$ cat config.mk
export PLATFORM = sky130hd
export DESIGN_NAME = flscc_core
export DESIGN_NICKNAME = d
export VERILOG_FILES = /design/src/rtl/flscc_pkg.sv /design/src/rtl/flscc_link_if.sv /design/src/rtl/flscc_core.sv /design/src/rtl/flscc_shift.sv
export SDC_FILE = /design/constraint.sdc
export NUM_CORES = 1
export LEC_CHECK = 0
export BUFFER_PORTS_ARGS = -buffer_cell sky130_fd_sc_hd__buf_2
export CORE_MARGIN = 2
export CORE_UTILIZATION = 58
export DETAILED_ROUTE_END_ITERATION = 8
export PLACE_DENSITY = 0.79
export REMOVE_ABC_BUFFERS = 1
export SYNTH_ARGS = -nofsm -noshare
export SYNTH_HDL_FRONTEND = slang
export SYNTH_SLANG_ARGS = --single-unit
$ cat constraint.sdc
create_clock -name CLK_SYS_I -period 4.85 [get_ports CLK_SYS_I]
set_clock_uncertainty 0.15 [all_clocks]
set_input_delay 0.7275 -clock CLK_SYS_I [delete_from_list [all_inputs] [get_ports CLK_SYS_I]]
set_output_delay 0.7275 -clock CLK_SYS_I [all_outputs]
set_load 0.1 [all_outputs]
$ cat src/rtl/flscc_pkg.sv
// constants, field layout and types of the status/config command block
// assumes one serial flash lane, sampled by the system clock
package flscc_pkg;
  // instruction codes
  localparam logic [7:0] OP_DIE   = 8'hF8;
  localparam logic [7:0] OP_WREN  = 8'h06;
  localparam logic [7:0] OP_VWREN = 8'h50;
  localparam logic [7:0] OP_WRDI  = 8'h04;
  localparam logic [7:0] OP_RDS1  = 8'h05;
  localparam logic [7:0] OP_RDS2  = 8'h35;
  localparam logic [7:0] OP_RDS3  = 8'h15;
  localparam logic [7:0] OP_WRS1  = 8'h01;
  localparam logic [7:0] OP_WRS2  = 8'h31;
  localparam logic [7:0] OP_WRS3  = 8'h11;
  localparam logic [7:0] OP_RDEXT = 8'hC8;
  localparam logic [7:0] OP_WREXT = 8'hC5;
  // status register one fields
  localparam int SR1_BUSY = 0;
  localparam int SR1_WEL  = 1;
  localparam int SR1_STATUS_PROTECT_BIT_LOW = 7;
  // status register two fields
  localparam int SR2_STATUS_PROTECT_BIT_HIGH = 0;
  localparam int SR2_QE   = 1;
  localparam int SR2_SUSB = 2;
  localparam int SR2_SUSA = 7;
  // status register three fields
  localparam int SR3_ADS  = 0;
  // writable masks and lock field
  localparam logic [7:0] SR1_WMASK  = 8'hFC;
  localparam logic [7:0] SR2_WMASK  = 8'h7B;
  localparam logic [7:0] SR3_WMASK  = 8'hE3;
  localparam logic [7:0] SR2_LBMASK = 8'h38;
  // reset values
  localparam logic [7:0] SR1_RST = 8'h00;
  localparam logic [7:0] SR2_RST = 8'h00;
  localparam logic [7:0] SR3_RST = 8'h00;
  localparam logic [7:0] EXT_RST = 8'h00;
  // self-timed status write
  localparam int CLK_NS = 8;
  localparam int TW_NS  = 4000;
  localparam int TW_CYC = (TW_NS + CLK_NS - 1) / CLK_NS;
  localparam int TW_W   = 10;
  typedef enum logic [1:0] {ST_OPC, ST_READ, ST_DATA} flscc_st_t;
endpackage

$ cat src/rtl/flscc_link_if.sv
// byte-level link between serial shifter and command core
// assumes both ends on the system clock
interface flscc_link_if;
  logic       byte_vld;
  logic [7:0] rx_byte;
  logic       cs_start;
  logic       cs_end;
  logic       partial;
  logic       tx_load;
  logic [7:0] tx_byte;
  modport shifter (output byte_vld, rx_byte, cs_start, cs_end, partial,
                   input  tx_load, tx_byte);
  modport core    (input  byte_vld, rx_byte, cs_start, cs_end, partial,
                   output tx_load, tx_byte);
endinterface

$ cat src/rtl/flscc_core.sv
// status and configuration command core of a stacked serial flash die
// assumes array, die select and address logic on the same clock
// What this block does
// die identifier instruction shifts active die_identifier out; answers even when busy
// write enable instruction sets the write latch when not busy, one-byte frame
// host sets write latch before status writes, programs, erases, protection
// write enable ignored while volatile-status enable is pending
// volatile-status enable ignored while write latch is set
// volatile enable never sets latch; lets next status write change config bits
// write disable clears latch and pending volatile enable
// latch clears on power-up, status write, program/erase done, reset
// status reads return byte one, two, three; allowed busy; repeat till deselect
// 01 writes one or one then two; 31 writes two; 11 writes three
// only writable status fields change; other positions untouched
// security lock bits stay set once written to one, until reset
// status write needs prior write enable or volatile enable
// status write leaves suspend flags, latch and busy bit untouched
// status write ending off a byte boundary is rejected
// valid status write starts timed cycle; busy then clear, latch cleared
// hardware protected mode blocks status writes
// upper address read shifts register out msb first
// in three-byte mode upper byte comes from register; four-byte mode bypasses it
// upper address write needs latch set and one data byte
// upper address register resets to zero
// four-byte mode addresses overwrite upper address register
// latch and volatile enable exclusive; both clear on disable, reset, status write completion
module flscc_core (
  // clock and reset
  input  wire logic       CLK_SYS_I,
  input  wire logic       RESET_I,
  // serial pins
  input  wire logic       SCLK_I,
  input  wire logic       CS_N_I,
  input  wire logic       MOSI_I,
  input  wire logic       WP_N_I,
  output logic            MISO_O,
  output logic            MISO_OE_O,
  // array side
  input  wire logic [7:0] DIE_IDENTIFIER_I,
  input  wire logic       ARRAY_BUSY_I,
  input  wire logic       ARRAY_DONE_I,
  input  wire logic       SUS_A_I,
  input  wire logic       SUS_B_I,
  input  wire logic       ADDR4_VLD_I,
  input  wire logic [7:0] ADDR4_HI_I,
  // state out
  output logic [7:0]      STATUS1_O,
  output logic [7:0]      STATUS2_O,
  output logic [7:0]      STATUS3_O,
  output logic [7:0]      UPPER_ADDR_O,
  output logic [7:0]      ARRAY_HI_O
);
  typedef struct packed {
    flscc_pkg::flscc_st_t        st;
    logic [7:0]                  op;
    logic [1:0]                  nb;
    logic [7:0]                  d1;
    logic [7:0]                  d2;
    logic                        write_latch_flag;
    logic                        vwe;
    logic                        busy;
    logic [flscc_pkg::TW_W-1:0]  tw_cnt;
    logic [7:0]                  sr1;
    logic [7:0]                  sr2;
    logic [7:0]                  sr3;
    logic [7:0]                  ext;
    logic [7:0]                  hi;
    logic [1:0]                  wp_s;
    logic [7:0]                  o1;
    logic [7:0]                  o2;
    logic [7:0]                  o3;
    logic                        tx_load;
    logic [7:0]                  tx_byte;
  } flscc_core_t;

  flscc_core_t  q;
  flscc_core_t  n;
  flscc_link_if lk ();

  logic       busy_all;
  logic       hw_prot;
  logic       frame_end;
  logic       cnt_ok;
  logic       wsr_go;
  logic [7:0] s1;
  logic [7:0] s2;
  logic [7:0] s3;
  logic [7:0] rd_val;
  logic [7:0] lb_now;

  flscc_shift u_shift (
    .clk_i     (CLK_SYS_I),
    .rst_i     (RESET_I),
    .sclk_i    (SCLK_I),
    .cs_n_i    (CS_N_I),
    .mosi_i    (MOSI_I),
    .miso_o    (MISO_O),
    .miso_oe_o (MISO_OE_O),
    .lk        (lk.shifter)
  );

  assign busy_all = q.busy | ARRAY_BUSY_I;
  assign lb_now = q.sr2 & flscc_pkg::SR2_LBMASK;

  // live status view
  always_comb begin
    s1 = q.sr1 & flscc_pkg::SR1_WMASK;
    s1[flscc_pkg::SR1_BUSY] = busy_all;
    s1[flscc_pkg::SR1_WEL] = q.write_latch_flag;
    s2 = q.sr2 & flscc_pkg::SR2_WMASK;
    s2[flscc_pkg::SR2_SUSA] = SUS_A_I;
    s2[flscc_pkg::SR2_SUSB] = SUS_B_I;
    s3 = q.sr3 & flscc_pkg::SR3_WMASK;
  end

  assign hw_prot = q.sr2[flscc_pkg::SR2_STATUS_PROTECT_BIT_HIGH]
                 | (q.sr1[flscc_pkg::SR1_STATUS_PROTECT_BIT_LOW] & ~q.wp_s[1]);
  assign frame_end = lk.cs_end && (q.st == flscc_pkg::ST_DATA) && !lk.partial;

  // byte count per write opcode
  always_comb begin
    cnt_ok = 1'b0;
    if (q.op == flscc_pkg::OP_WRS1) begin
      cnt_ok = (q.nb == 2'h1) || (q.nb == 2'h2);
    end else if (q.op == flscc_pkg::OP_WRS2 || q.op == flscc_pkg::OP_WRS3) begin
      cnt_ok = (q.nb == 2'h1);
    end
  end

  assign wsr_go = frame_end && cnt_ok && (q.write_latch_flag || q.vwe)
                && !hw_prot && !busy_all;

  // answer byte for read opcodes
  always_comb begin
    rd_val = 8'h00;
    if (q.op == flscc_pkg::OP_RDS1) begin
      rd_val = s1;
    end else if (q.op == flscc_pkg::OP_RDS2) begin
      rd_val = s2;
    end else if (q.op == flscc_pkg::OP_RDS3) begin
      rd_val = s3;
    end else if (q.op == flscc_pkg::OP_DIE) begin
      rd_val = DIE_IDENTIFIER_I;
    end else if (q.op == flscc_pkg::OP_RDEXT) begin
      rd_val = q.ext;
    end
  end

  always_comb begin
    n = q;
    n.tx_load = 1'b0;
    n.wp_s = {q.wp_s[0], WP_N_I};
    n.o1 = s1;
    n.o2 = s2;
    n.o3 = s3;
    // frame sequencing
    case (q.st)
      flscc_pkg::ST_OPC: begin
        if (lk.byte_vld) begin
          n.op = lk.rx_byte;
          n.nb = 2'h0;
          n.st = flscc_pkg::ST_DATA;
          if (lk.rx_byte == flscc_pkg::OP_RDS1 || lk.rx_byte == flscc_pkg::OP_RDS2
              || lk.rx_byte == flscc_pkg::OP_RDS3 || lk.rx_byte == flscc_pkg::OP_DIE
              || lk.rx_byte == flscc_pkg::OP_RDEXT) begin
            n.st = flscc_pkg::ST_READ;
          end
        end
      end
      flscc_pkg::ST_READ: begin
        if (lk.byte_vld || q.nb == 2'h0) begin
          n.tx_load = 1'b1;
          n.tx_byte = rd_val;
          n.nb = 2'h1;
        end
      end
      flscc_pkg::ST_DATA: begin
        if (lk.byte_vld) begin
          if (q.nb == 2'h0) begin
            n.d1 = lk.rx_byte;
          end else if (q.nb == 2'h1) begin
            n.d2 = lk.rx_byte;
          end
          if (q.nb != 2'h3) begin
            n.nb = q.nb + 2'h1;
          end
        end
      end
      default: begin
        n.st = flscc_pkg::ST_OPC;
      end
    endcase
    if (lk.cs_start || lk.cs_end) begin
      n.st = flscc_pkg::ST_OPC;
    end
    // self-timed status write cycle
    if (q.busy) begin
      if (q.tw_cnt == '0) begin
        n.busy = 1'b0;
        n.write_latch_flag = 1'b0;
        n.vwe = 1'b0;
      end else begin
        n.tw_cnt = q.tw_cnt - 1'b1;
      end
    end
    if (ARRAY_DONE_I) begin
      n.write_latch_flag = 1'b0;
    end
    // single-byte instructions, run on deselect
    if (frame_end && q.nb == 2'h0) begin
      if (q.op == flscc_pkg::OP_WREN && !q.vwe && !busy_all) begin
        n.write_latch_flag = 1'b1;
      end else if (q.op == flscc_pkg::OP_VWREN && !q.write_latch_flag && !busy_all) begin
        n.vwe = 1'b1;
      end else if (q.op == flscc_pkg::OP_WRDI) begin
        n.write_latch_flag = 1'b0;
        n.vwe = 1'b0;
      end
    end
    // upper address byte write
    if (frame_end && q.op == flscc_pkg::OP_WREXT && q.nb == 2'h1
        && q.write_latch_flag && !busy_all) begin
      n.ext = q.d1;
    end
    // status write
    if (wsr_go) begin
      if (q.op == flscc_pkg::OP_WRS1) begin
        n.sr1 = (q.sr1 & ~flscc_pkg::SR1_WMASK) | (q.d1 & flscc_pkg::SR1_WMASK);
        if (q.nb == 2'h2) begin
          n.sr2 = (q.sr2 & ~flscc_pkg::SR2_WMASK) | (q.d2 & flscc_pkg::SR2_WMASK) | lb_now;
        end
      end else if (q.op == flscc_pkg::OP_WRS2) begin
        n.sr2 = (q.sr2 & ~flscc_pkg::SR2_WMASK) | (q.d1 & flscc_pkg::SR2_WMASK) | lb_now;
      end else begin
        n.sr3 = (q.sr3 & ~flscc_pkg::SR3_WMASK) | (q.d1 & flscc_pkg::SR3_WMASK);
      end
      n.busy = 1'b1;
      n.tw_cnt = flscc_pkg::TW_W'(flscc_pkg::TW_CYC - 1);
    end
    // four-byte mode addresses refresh the upper byte
    if (q.sr3[flscc_pkg::SR3_ADS] && ADDR4_VLD_I) begin
      n.ext = ADDR4_HI_I;
    end
    n.hi = q.sr3[flscc_pkg::SR3_ADS] ? ADDR4_HI_I : q.ext;
  end

  always_ff @(posedge CLK_SYS_I or posedge RESET_I) begin
    if (RESET_I) begin
      q <= '0;
      q.sr1 <= flscc_pkg::SR1_RST;
      q.sr2 <= flscc_pkg::SR2_RST;
      q.sr3 <= flscc_pkg::SR3_RST;
      q.ext <= flscc_pkg::EXT_RST;
      q.wp_s <= 2'h3;
    end else begin
      q <= n;
    end
  end

  assign lk.tx_load = q.tx_load;
  assign lk.tx_byte = q.tx_byte;
  assign STATUS1_O = q.o1;
  assign STATUS2_O = q.o2;
  assign STATUS3_O = q.o3;
  assign UPPER_ADDR_O = q.ext;
  assign ARRAY_HI_O = q.hi;

  logic wren_run;
  logic vwren_run;
  assign wren_run = frame_end && q.nb == 2'h0 && q.op == flscc_pkg::OP_WREN;
  assign vwren_run = frame_end && q.nb == 2'h0 && q.op == flscc_pkg::OP_VWREN;
endmodule

$ cat src/rtl/flscc_shift.sv
// serial shifter: syncs pins, finds clock edges, packs bytes
// assumes serial clock well below a quarter of the system clock
module flscc_shift (
  // clock and reset
  input  wire logic     clk_i,
  input  wire logic     rst_i,
  // pins
  input  wire logic     sclk_i,
  input  wire logic     cs_n_i,
  input  wire logic     mosi_i,
  output logic          miso_o,
  output logic          miso_oe_o,
  // byte link
  flscc_link_if.shifter lk
);
  typedef struct packed {
    logic [1:0] sck_s;
    logic [1:0] cs_s;
    logic [1:0] mo_s;
    logic       sck_d;
    logic       cs_d;
    logic       in_frame;
    logic [2:0] cnt;
    logic [7:0] rx;
    logic [7:0] tx;
    logic       byte_vld;
    logic       cs_start;
    logic       cs_end;
    logic       partial;
    logic       miso;
    logic       oe;
  } flscc_sh_t;

  flscc_sh_t q;
  flscc_sh_t n;
  logic      rise;
  logic      fall;
  logic      sel;

  always_comb begin
    n = q;
    n.sck_s = {q.sck_s[0], sclk_i};
    n.cs_s = {q.cs_s[0], cs_n_i};
    n.mo_s = {q.mo_s[0], mosi_i};
    n.sck_d = q.sck_s[1];
    n.cs_d = q.cs_s[1];
    rise = q.sck_s[1] & ~q.sck_d;
    fall = ~q.sck_s[1] & q.sck_d;
    sel = ~q.cs_s[1];
    n.byte_vld = 1'b0;
    n.cs_start = ~q.cs_s[1] & q.cs_d;
    n.cs_end = q.cs_s[1] & ~q.cs_d & q.in_frame;
    n.partial = (q.cnt != 3'h0);
    n.oe = sel;
    if (n.cs_start) begin
      n.in_frame = 1'b1;
      n.cnt = 3'h0;
    end
    if (n.cs_end) begin
      n.in_frame = 1'b0;
    end
    if (sel && rise) begin
      n.rx = {q.rx[6:0], q.mo_s[1]};
      n.cnt = q.cnt + 3'h1;
      n.byte_vld = (q.cnt == 3'h7);
    end
    // msb first on falling edges
    if (sel && fall) begin
      n.miso = q.tx[7];
      n.tx = {q.tx[6:0], 1'b0};
    end
    if (lk.tx_load) begin
      n.tx = lk.tx_byte;
    end
  end

  always_ff @(posedge clk_i or posedge rst_i) begin
    if (rst_i) begin
      q <= '0;
      q.cs_s <= 2'h3;
      q.cs_d <= 1'b1;
    end else begin
      q <= n;
    end
  end

  assign lk.byte_vld = q.byte_vld;
  assign lk.rx_byte = q.rx;
  assign lk.cs_start = q.cs_start;
  assign lk.cs_end = q.cs_end;
  assign lk.partial = q.partial;
  assign miso_o = q.miso;
  assign miso_oe_o = q.oe;
endmodule

==> summary.txt, run 1 <==
Detailed routing
  • DRC Markers: 0
  • Via-per-instance ratio: 5.722
  • Vias: 4028
  • 1st-pass router iterations: 5
  • WL final: 12.60 mm
  • 1st-iter DRT viols: 290
  • DRT antenna net count: 0
  • DR WL/cell: 17.89 um

Global routing
  • Initial antenna violation count: 0
  • Met2 GRT Util: 0.3874
  • Total congestion overflow: 0
  • Met3 usage: 0.06009
  • Largest net degree at the start of global routing: 102
  • GRT Util Overall: 0.2386
  • Most Crowded Layer GR: met2
  • Vias in the first global route: 4048
  • GRT met1 Usage: 0.3073
  • First-pass GRT wire length: 20.53 mm

Clocking
  • Clock edge transition at the registers on the reported setup and hold paths: 0.06 ns
  • Root buffer cell: clkbuf_8
  • Clock buffer count from CTS: 17
  • # H-tree levels: 4
  • Clock sink count: 138
  • Setup Fix Bufs, Post-CTS: 0
  • CTS Hold Bufs: 0
  • CTS tree: yes
  • Clock buffer depth: 2
  • Post-CTS Resized: 0
  • Clock latency on the worst-skew pair: 0.51 ns

Setup path
  • Crit-path leading delay family: simple AND/OR/NAND/NOR gates
  • CP startpoint kind: register
  • Worst path slowest cell: nor2_1
  • Critical-path cell list: nor2_1 > nor4bb_1 > a31oi_1 > nand2_1 > o21ai_0
  • Crit. End Element: register
  • Worst path max stage delay: 0.78 ns
  • Worst R2R Setup Slack: 2.06 ns
  • Critical path class: reg -> reg
  • Worst reg2reg path startpoint: q[110]$_DFFE_PP0P_
  • CP bufs+invs: 0
  • Data required time at the worst endpoint: 5.03 ns
  • Worst setup path startpoint: q[110]$_DFFE_PP0P_
  • Crit path DAT: 2.97 ns
  • Critical path fanouts, max: 16

Yosys
  • Post-synth EDFFs: 0
  • Synth Cell Area: 6096 sq um
  • Seq/Total Area, Yosys: 0.5675
  • Fraction of registers with async set/reset: 1.000
  • Post-synthesis cell count: 523
  • Count of state elements after synthesis: 138
  • Yosys warnings: 0
  • Yosys cell types: 56
  • Avg Cell Area, Syn: 11.66 sq um
  • Dominant synthesized flop cell: dfrtp_1

Worst hold path
  • HP Class: in -> reg
  • HP Start: CS_N_I

Timing
  • Fmax: 358.8 MHz
  • Setup_tns: 0 ns
  • Fin crit share: 0.5746
  • Slew HR: 0.1730
  • Finish-stage setup viols: 0
  • Final Max Slew Viols: 0
  • Slew @ Worst Pin: 1.235 ns
  • Final Hold Fails: 0
  • RSZ-0062 raised after global routing: no
  • Period minus WS final: 2.787 ns

Floorplan
  • Cell Rows: 37
  • Core ar.: 10280 sq um
  • Num ports: 69
  • Initial core utilization: 0.5931
  • Chip width: 106.5 um
  • DIE HEIGHT: 106.5 um
  • Die Footprint: 11350 sq um

Pwr
  • Pwr Density: 364.0 nW/um^2
  • Final Power: 0.002468 W
  • Leak Pwr: 3.322 nW
  • Worst VDD drop: 208.5 uV

Final layout
  • Final core occ: 0.6597
  • Layout Area Growth over Synthesis: 11.23%
  • Layout cell share with drive strength beyond 1: 0.2623
  • Antenna diodes: 0
  • Final Net Count: 595

Placement
  • RD Place Congestion: 0.9483
  • I/O Buffers: 65
  • DP HPWL: 8.570 mm

Job
  • Max-Cap Viols: 0

Outcome
  • Outcome: finished clean
logic make-up after synthesis:
family | share of synthesized area
compound gates | 0.09955
mux | 0.1229
simple gates | 0.1053
other cells | 0.0006152
buf+inv | 0.07225
flops | 0.5675
xor+xnor | 0.007184
fa+ha+maj | 0.02463
synthesized netlist by cell type (all sizes together) (5+ instances only):
master | number | share of area
a21oi | 14 | 0.011
a22oi | 10 | 0.012
buf | 43 | 0.052
clkbuf | 12 | 0.0074
dfrtp | 133 | 0.55
dfstp | 5 | 0.022
ha | 12 | 0.025
inv | 21 | 0.013
mux2 | 47 | 0.087
mux2i | 22 | 0.036
nand2 | 58 | 0.036
nand2b | 6 | 0.0062
nand3 | 7 | 0.0066
nor2 | 17 | 0.010
nor3 | 7 | 0.0074
o21ai | 41 | 0.034
xnor2 | 5 | 0.0072
stage by stage:
step / cell area (sq um) / hold WS [ns] / cells / worst slack [ns]
floorplan: 5742 / 0.1812 / 470 / 0.2846
global placement: 6262 / 0.1832 / 673 / 2.197
detailed placement: 6262 / 0.1865 / 673 / 2.023
CTS: 6780 / 0.1345 / 704 / 2.134
global route: 6780 / 0.1308 / 704 / 1.829
finish: 6780 / 0.1611 / 704 / 2.063
flip-flops by register name (all words and copies together) (netlist names):
register and count:
ARRAY_HI_O 8, STATUS1_O 8, STATUS2_O 8, STATUS3_O 5, UPPER_ADDR_O 8, lb_now 3, lk.tx_byte 8, lk.tx_load 1
n 16, q 39, u_shift.lk.byte_vld 1, u_shift.lk.cs_end 1, u_shift.lk.cs_start 1, u_shift.lk.partial 1, u_shift.lk.rx_byte 8, u_shift.miso_o 1
u_shift.miso_oe_o 1, u_shift.n 5, u_shift.q 15
cell usage in the layout (no fill, tap or decap), types with 3 or more instances in the layout:
cell type and instances:
a211oi_1 3, a21oi_1 14, a22oi_1 10, and3_1 3
buf_2 65, clkbuf_1 4, clkbuf_16 16, clkinv_2 6
conb_1 3, dfrtp_1 133, dfstp_2 5, ha_1 12
inv_1 20, mux2_1 6, mux2_2 41, mux2i_1 22
nand2_1 58, nand2b_1 6, nand3_1 6, nand3b_1 3
nor2_1 17, nor2b_1 4, nor3_1 5, nor4_1 3
o21ai_0 38, o21ai_1 3, o21bai_1 4, o22ai_1 3
o31ai_1 4, or4_1 3, xnor2_1 5
layer usage:
layer  routed length (um)  vias to the layer above
met3                  718                       34
met1                 5412                     1979
met4                  351                        0
met2                 6116                      153
met5                    0                        -
li1                     -                     1862
worst reg2reg max path, delay by kind of cell (launching register included):
kind	cells	cell delay [ns]
compound gates	2	0.55
simple gates	3	1.37
flops	1	0.53
layout make-up:
cell class / count / area [sq um]
fillers: 781 / 3497
flip-flops and latches: 138 / 3460
multi-input cells: 311 / 2208
clock buffers: 22 / 442.9
repair buffers: 67 / 340.3
well taps: 136 / 170.2
inverters: 21 / 83.83
clock inverters: 9 / 75.07
power breakdown:
part	internal (W)	switching, W	total, W
clock	0.000683	0.000446	0.00113
sequential	0.00119	0.0000438	0.00123
combinational	0.0000362	0.0000710	0.000107
worst paths after layout:
check / depth (start not counted) / endpoint
worst min-delay path: 1 / u_shift.n[31]$_DFF_PP1_
worst min register to register: 0 / u_shift.q[29]$_DFF_PP0_
min in group asynchronous: 2 / u_shift.lk.rx_byte[5]$_DFFE_PP0P_
worst max register to register: 5 / UPPER_ADDR_O[2]$_DFFE_PP0P_
worst max-delay path: 5 / UPPER_ADDR_O[2]$_DFFE_PP0P_
max in group asynchronous: 3 / n[30]$_DFFE_PP0P_
Note: power is estimated with default switching activity, not from simulation.
==> run 2, diff against run 1 <==
Settings changed: ABC_AREA set to 1, CORE_UTILIZATION 58 to 59, PLACE_DENSITY 0.79 to 0.8.
Clock period 4.85 ns to 2.7 ns, I/O delays scaled along.
==> run 2 against run 1 <==
Synthesized cell count increased by 38%. Highest routed layer unchanged. Area after synthesis increased by 5.5%. Global-route usage increased by 2.8 points.
==> summary.txt, run 2 <==
Final layout
  • Final Non-Filler Cells: 927
  • Layout Area Growth over Synthesis: 14.55%
  • Most frequent cells in the layout: nand2_1, dfrtp_1, inv_1
  • Most common cell after layout, fill and taps aside: nand2_1
  • Layout cell share with drive strength beyond 1: 0.1817
  • Final Net Count: 813
  • Reg with most FFs: q
  • Final core occ: 0.6857
  • Max reg flops: 39
  • Layout fillers: 844
  • Antenna diodes: 0

Yosys
  • Mux cell area share after synthesis: 0.01401
  • Most common cell in the netlist: nand2_1
  • Yosys cell types: 40
  • Area fraction in compound gates after synthesis: 0.08714
  • Yosys top cell by area: dfrtp_1
  • Synth Cell Area: 6432 sq um
  • Post-synthesis cell count: 720
  • Commonest cells post-synth: nand2_1, dfrtp_1, inv_1
  • Largest family of logic cells by synthesized area: simple AND/OR/NAND/NOR gates
  • Post-synth EDFFs: 0
  • Simple-gate area share of the yosys netlist: 0.2280
  • Adder-cell share of the synthesized area: 0.02334
  • Seq/Total Area, Yosys: 0.5378
  • Yosys warnings: 0
  • Post-synth top area share: 0.5174
  • Dominant synthesized flop cell: dfrtp_1
  • Count of state elements after synthesis: 138
  • Ranking of synthesized cells by area: dfrtp_1, nand2_1, o21ai_0, buf_4, inv_1
  • Synth Area in XOR/XNOR: 0.001362
  • Fraction of registers with async set/reset: 1.000
  • Avg Cell Area, Syn: 8.934 sq um

Pwr
  • Leak Pwr: 3.521 nW
  • Worst VDD drop: 559.0 uV
  • Final Power: 0.004678 W
  • Pwr Density: 634.8 nW/um^2

Placement
  • DP HPWL: 10.08 mm
  • Cells after DPL: 879
  • RD Place Congestion: 0.9026
  • I/O Buffers: 65

Detailed routing
  • Vias: 5000
  • WL final: 14.37 mm
  • DRC Markers: 0
  • Via-per-instance ratio: 5.394
  • DR WL/cell: 15.50 um
  • 1st-iter DRT viols: 403
  • DRT antenna net count: 0
  • 1st-pass router iterations: 5

Setup path
  • Worst reg2reg path startpoint: q[114]$_DFFE_PP0P_
  • Crit path DAT: 2.41 ns
  • Reg2reg path depth: 9
  • Critical path class: reg -> reg
  • Reg-to-reg endpoint: n[23]$_DFFE_PP0P_
  • Data required time at the worst endpoint: 2.97 ns
  • Critical path fanouts, max: 11
  • CP startpoint kind: register
  • Worst R2R Setup Slack: 0.56 ns
  • Crit. End Element: register

Floorplan
  • Initial core utilization: 0.5986
  • Num ports: 69
  • Cell Rows: 38
  • Die Footprint: 11750 sq um
  • Chip width: 108.4 um
  • Core ar.: 10750 sq um
  • DIE HEIGHT: 108.4 um

Clocking
  • Setup Fix Bufs, Post-CTS: 0
  • Clock sink count: 138
  • Clock buffer depth: 2
  • CTS tree: yes
  • Clock buffer count from CTS: 17
  • Clock latency on the worst-skew pair: 0.54 ns
  • Root buffer cell: clkbuf_8
  • # H-tree levels: 4
  • Clock edge transition at the registers on the reported setup and hold paths: 0.06 ns

Timing
  • Slew @ Worst Pin: 0.6049 ns
  • Finish-stage setup viols: 0
  • Slew HR: 0.5967
  • Period minus WS final: 2.144 ns
  • Fmax: 466.3 MHz
  • RSZ-0062 raised after global routing: no
  • Final Hold Fails: 0
  • Fin crit share: 0.7942
  • Final Max Slew Viols: 0

Worst hold path
  • Hold EP: n[26]$_DFF_PP0_
  • HP Start: ARRAY_DONE_I
  • HP Class: in -> reg
  • WHS Path Cells: 4

Global routing
  • Initial antenna violation count: 0
  • Vias in the first global route: 4898
  • Largest net degree at the start of global routing: 56
  • Total congestion overflow: 0
  • First-pass GRT wire length: 23.71 mm
  • GRT Util Overall: 0.2664

Job
  • Max-Cap Viols: 0

Outcome
  • Outcome: finished clean
==> run 2: changes by cell type after synthesis, moves of 7 or more <==
| cell | change |
|---|---|
| a22oi_1 | -7 |
| inv_1 | +59 |
| mux2_2 | -33 |
| mux2i_1 | -22 |
| nand2_1 | +146 |
| nand3_1 | +36 |
| nand4_1 | +8 |
| nor2_1 | +23 |
| nor2_4 | +7 |
| o21ai_0 | +30 |
==> run 2: worst max-delay path, cell delays in order (launching register included) <==
cell     delay, ns
dfrtp_1       0.42
inv_1         0.11
ha_1          0.20
nand2_1       0.06
nor2_1        0.12
inv_1         0.08
nor2_2        0.13
nand3_2       0.35
o21ai_0       0.32
nand2_1       0.09
==> run 2: power breakdown <==
part / leakage, nW / internal (W) / switching, W
clock: 0.272 / 0.00137 / 0.000893
sequential: 1.65 / 0.00212 / 0.0000319
combinational: 1.60 / 0.0000662 / 0.000189
total: 3.52 / 0.00356 / 0.00111
==> run 2: logic make-up after synthesis <==
kind of cell,after synthesis
multiplexers,8
buffers and inverters,136
XOR/XNOR,1
adder cells (fa/ha/maj),12
AO/OA/AOI/OAI,100
flip-flops,138
other,1
AND/OR/NAND/NOR,324
==> run 2: stage by stage <==
step / setup WS [ns] / cell area (sq um) / hold slack (ns) / TNS (ns)
6_report: 0.5556 / 7368 / 0.02829 / 0
3_3_place_gp: 0.6863 / 6623 / 0.1846 / 0
2_1_floorplan: -1.543 / 6062 / 0.1812 / -207.91
3_5_place_dp: 0.5785 / 6623 / 0.1918 / 0
4_1_cts: 0.5724 / 7368 / 0.002255 / 0
5_1_grt: 0.3078 / 7368 / 0.02864 / 0
==> run 2: what timing repair did <==
action                    CTS  global route
hold buffers               16             0
hold endpoints to repair   68             0
gates resized for setup     0             0
==> run 2: layout make-up <==
type / instances / area (sq um) / area share
clock inverter: 12 / 140.1 / 0.01902
tap: 140 / 175.2 / 0.02377
clock buffer: 20 / 445.4 / 0.06045
timing repair buffer: 85 / 540.5 / 0.07336
multi-input combinational: 448 / 2287 / 0.3104
sequential: 138 / 3460 / 0.4695
inverter: 84 / 320.3 / 0.04347
==> run 2: metal layers <==
layer / wire length, um / global-route usage / part of all wire / vias to the layer above
met5: 0 / 0 / 0 / -
met4: 401 / 0.1227 / 0.028 / 0
met3: 908 / 0.06872 / 0.063 / 40
met2: 6904 / 0.4250 / 0.48 / 183
met1: 6156 / 0.3423 / 0.43 / 2410
li1: - / - / - / 2367
==> run 2: worst max-delay path by stage <==
stage / from / endpoint / slack [ns] / depth (start not counted)
floorplan: RESET_I / ARRAY_HI_O[0]$_DFF_PP0_ / -1.54 / 1
global placement: q[114]$_DFFE_PP0P_ / n[18]$_DFFE_PP0P_ / 0.69 / 9
detailed placement: q[114]$_DFFE_PP0P_ / n[23]$_DFFE_PP0P_ / 0.58 / 9
CTS: q[114]$_DFFE_PP0P_ / n[23]$_DFFE_PP0P_ / 0.57 / 10
global route: q[114]$_DFFE_PP0P_ / n[23]$_DFFE_PP0P_ / 0.31 / 9
finish: q[114]$_DFFE_PP0P_ / n[23]$_DFFE_PP0P_ / 0.56 / 9
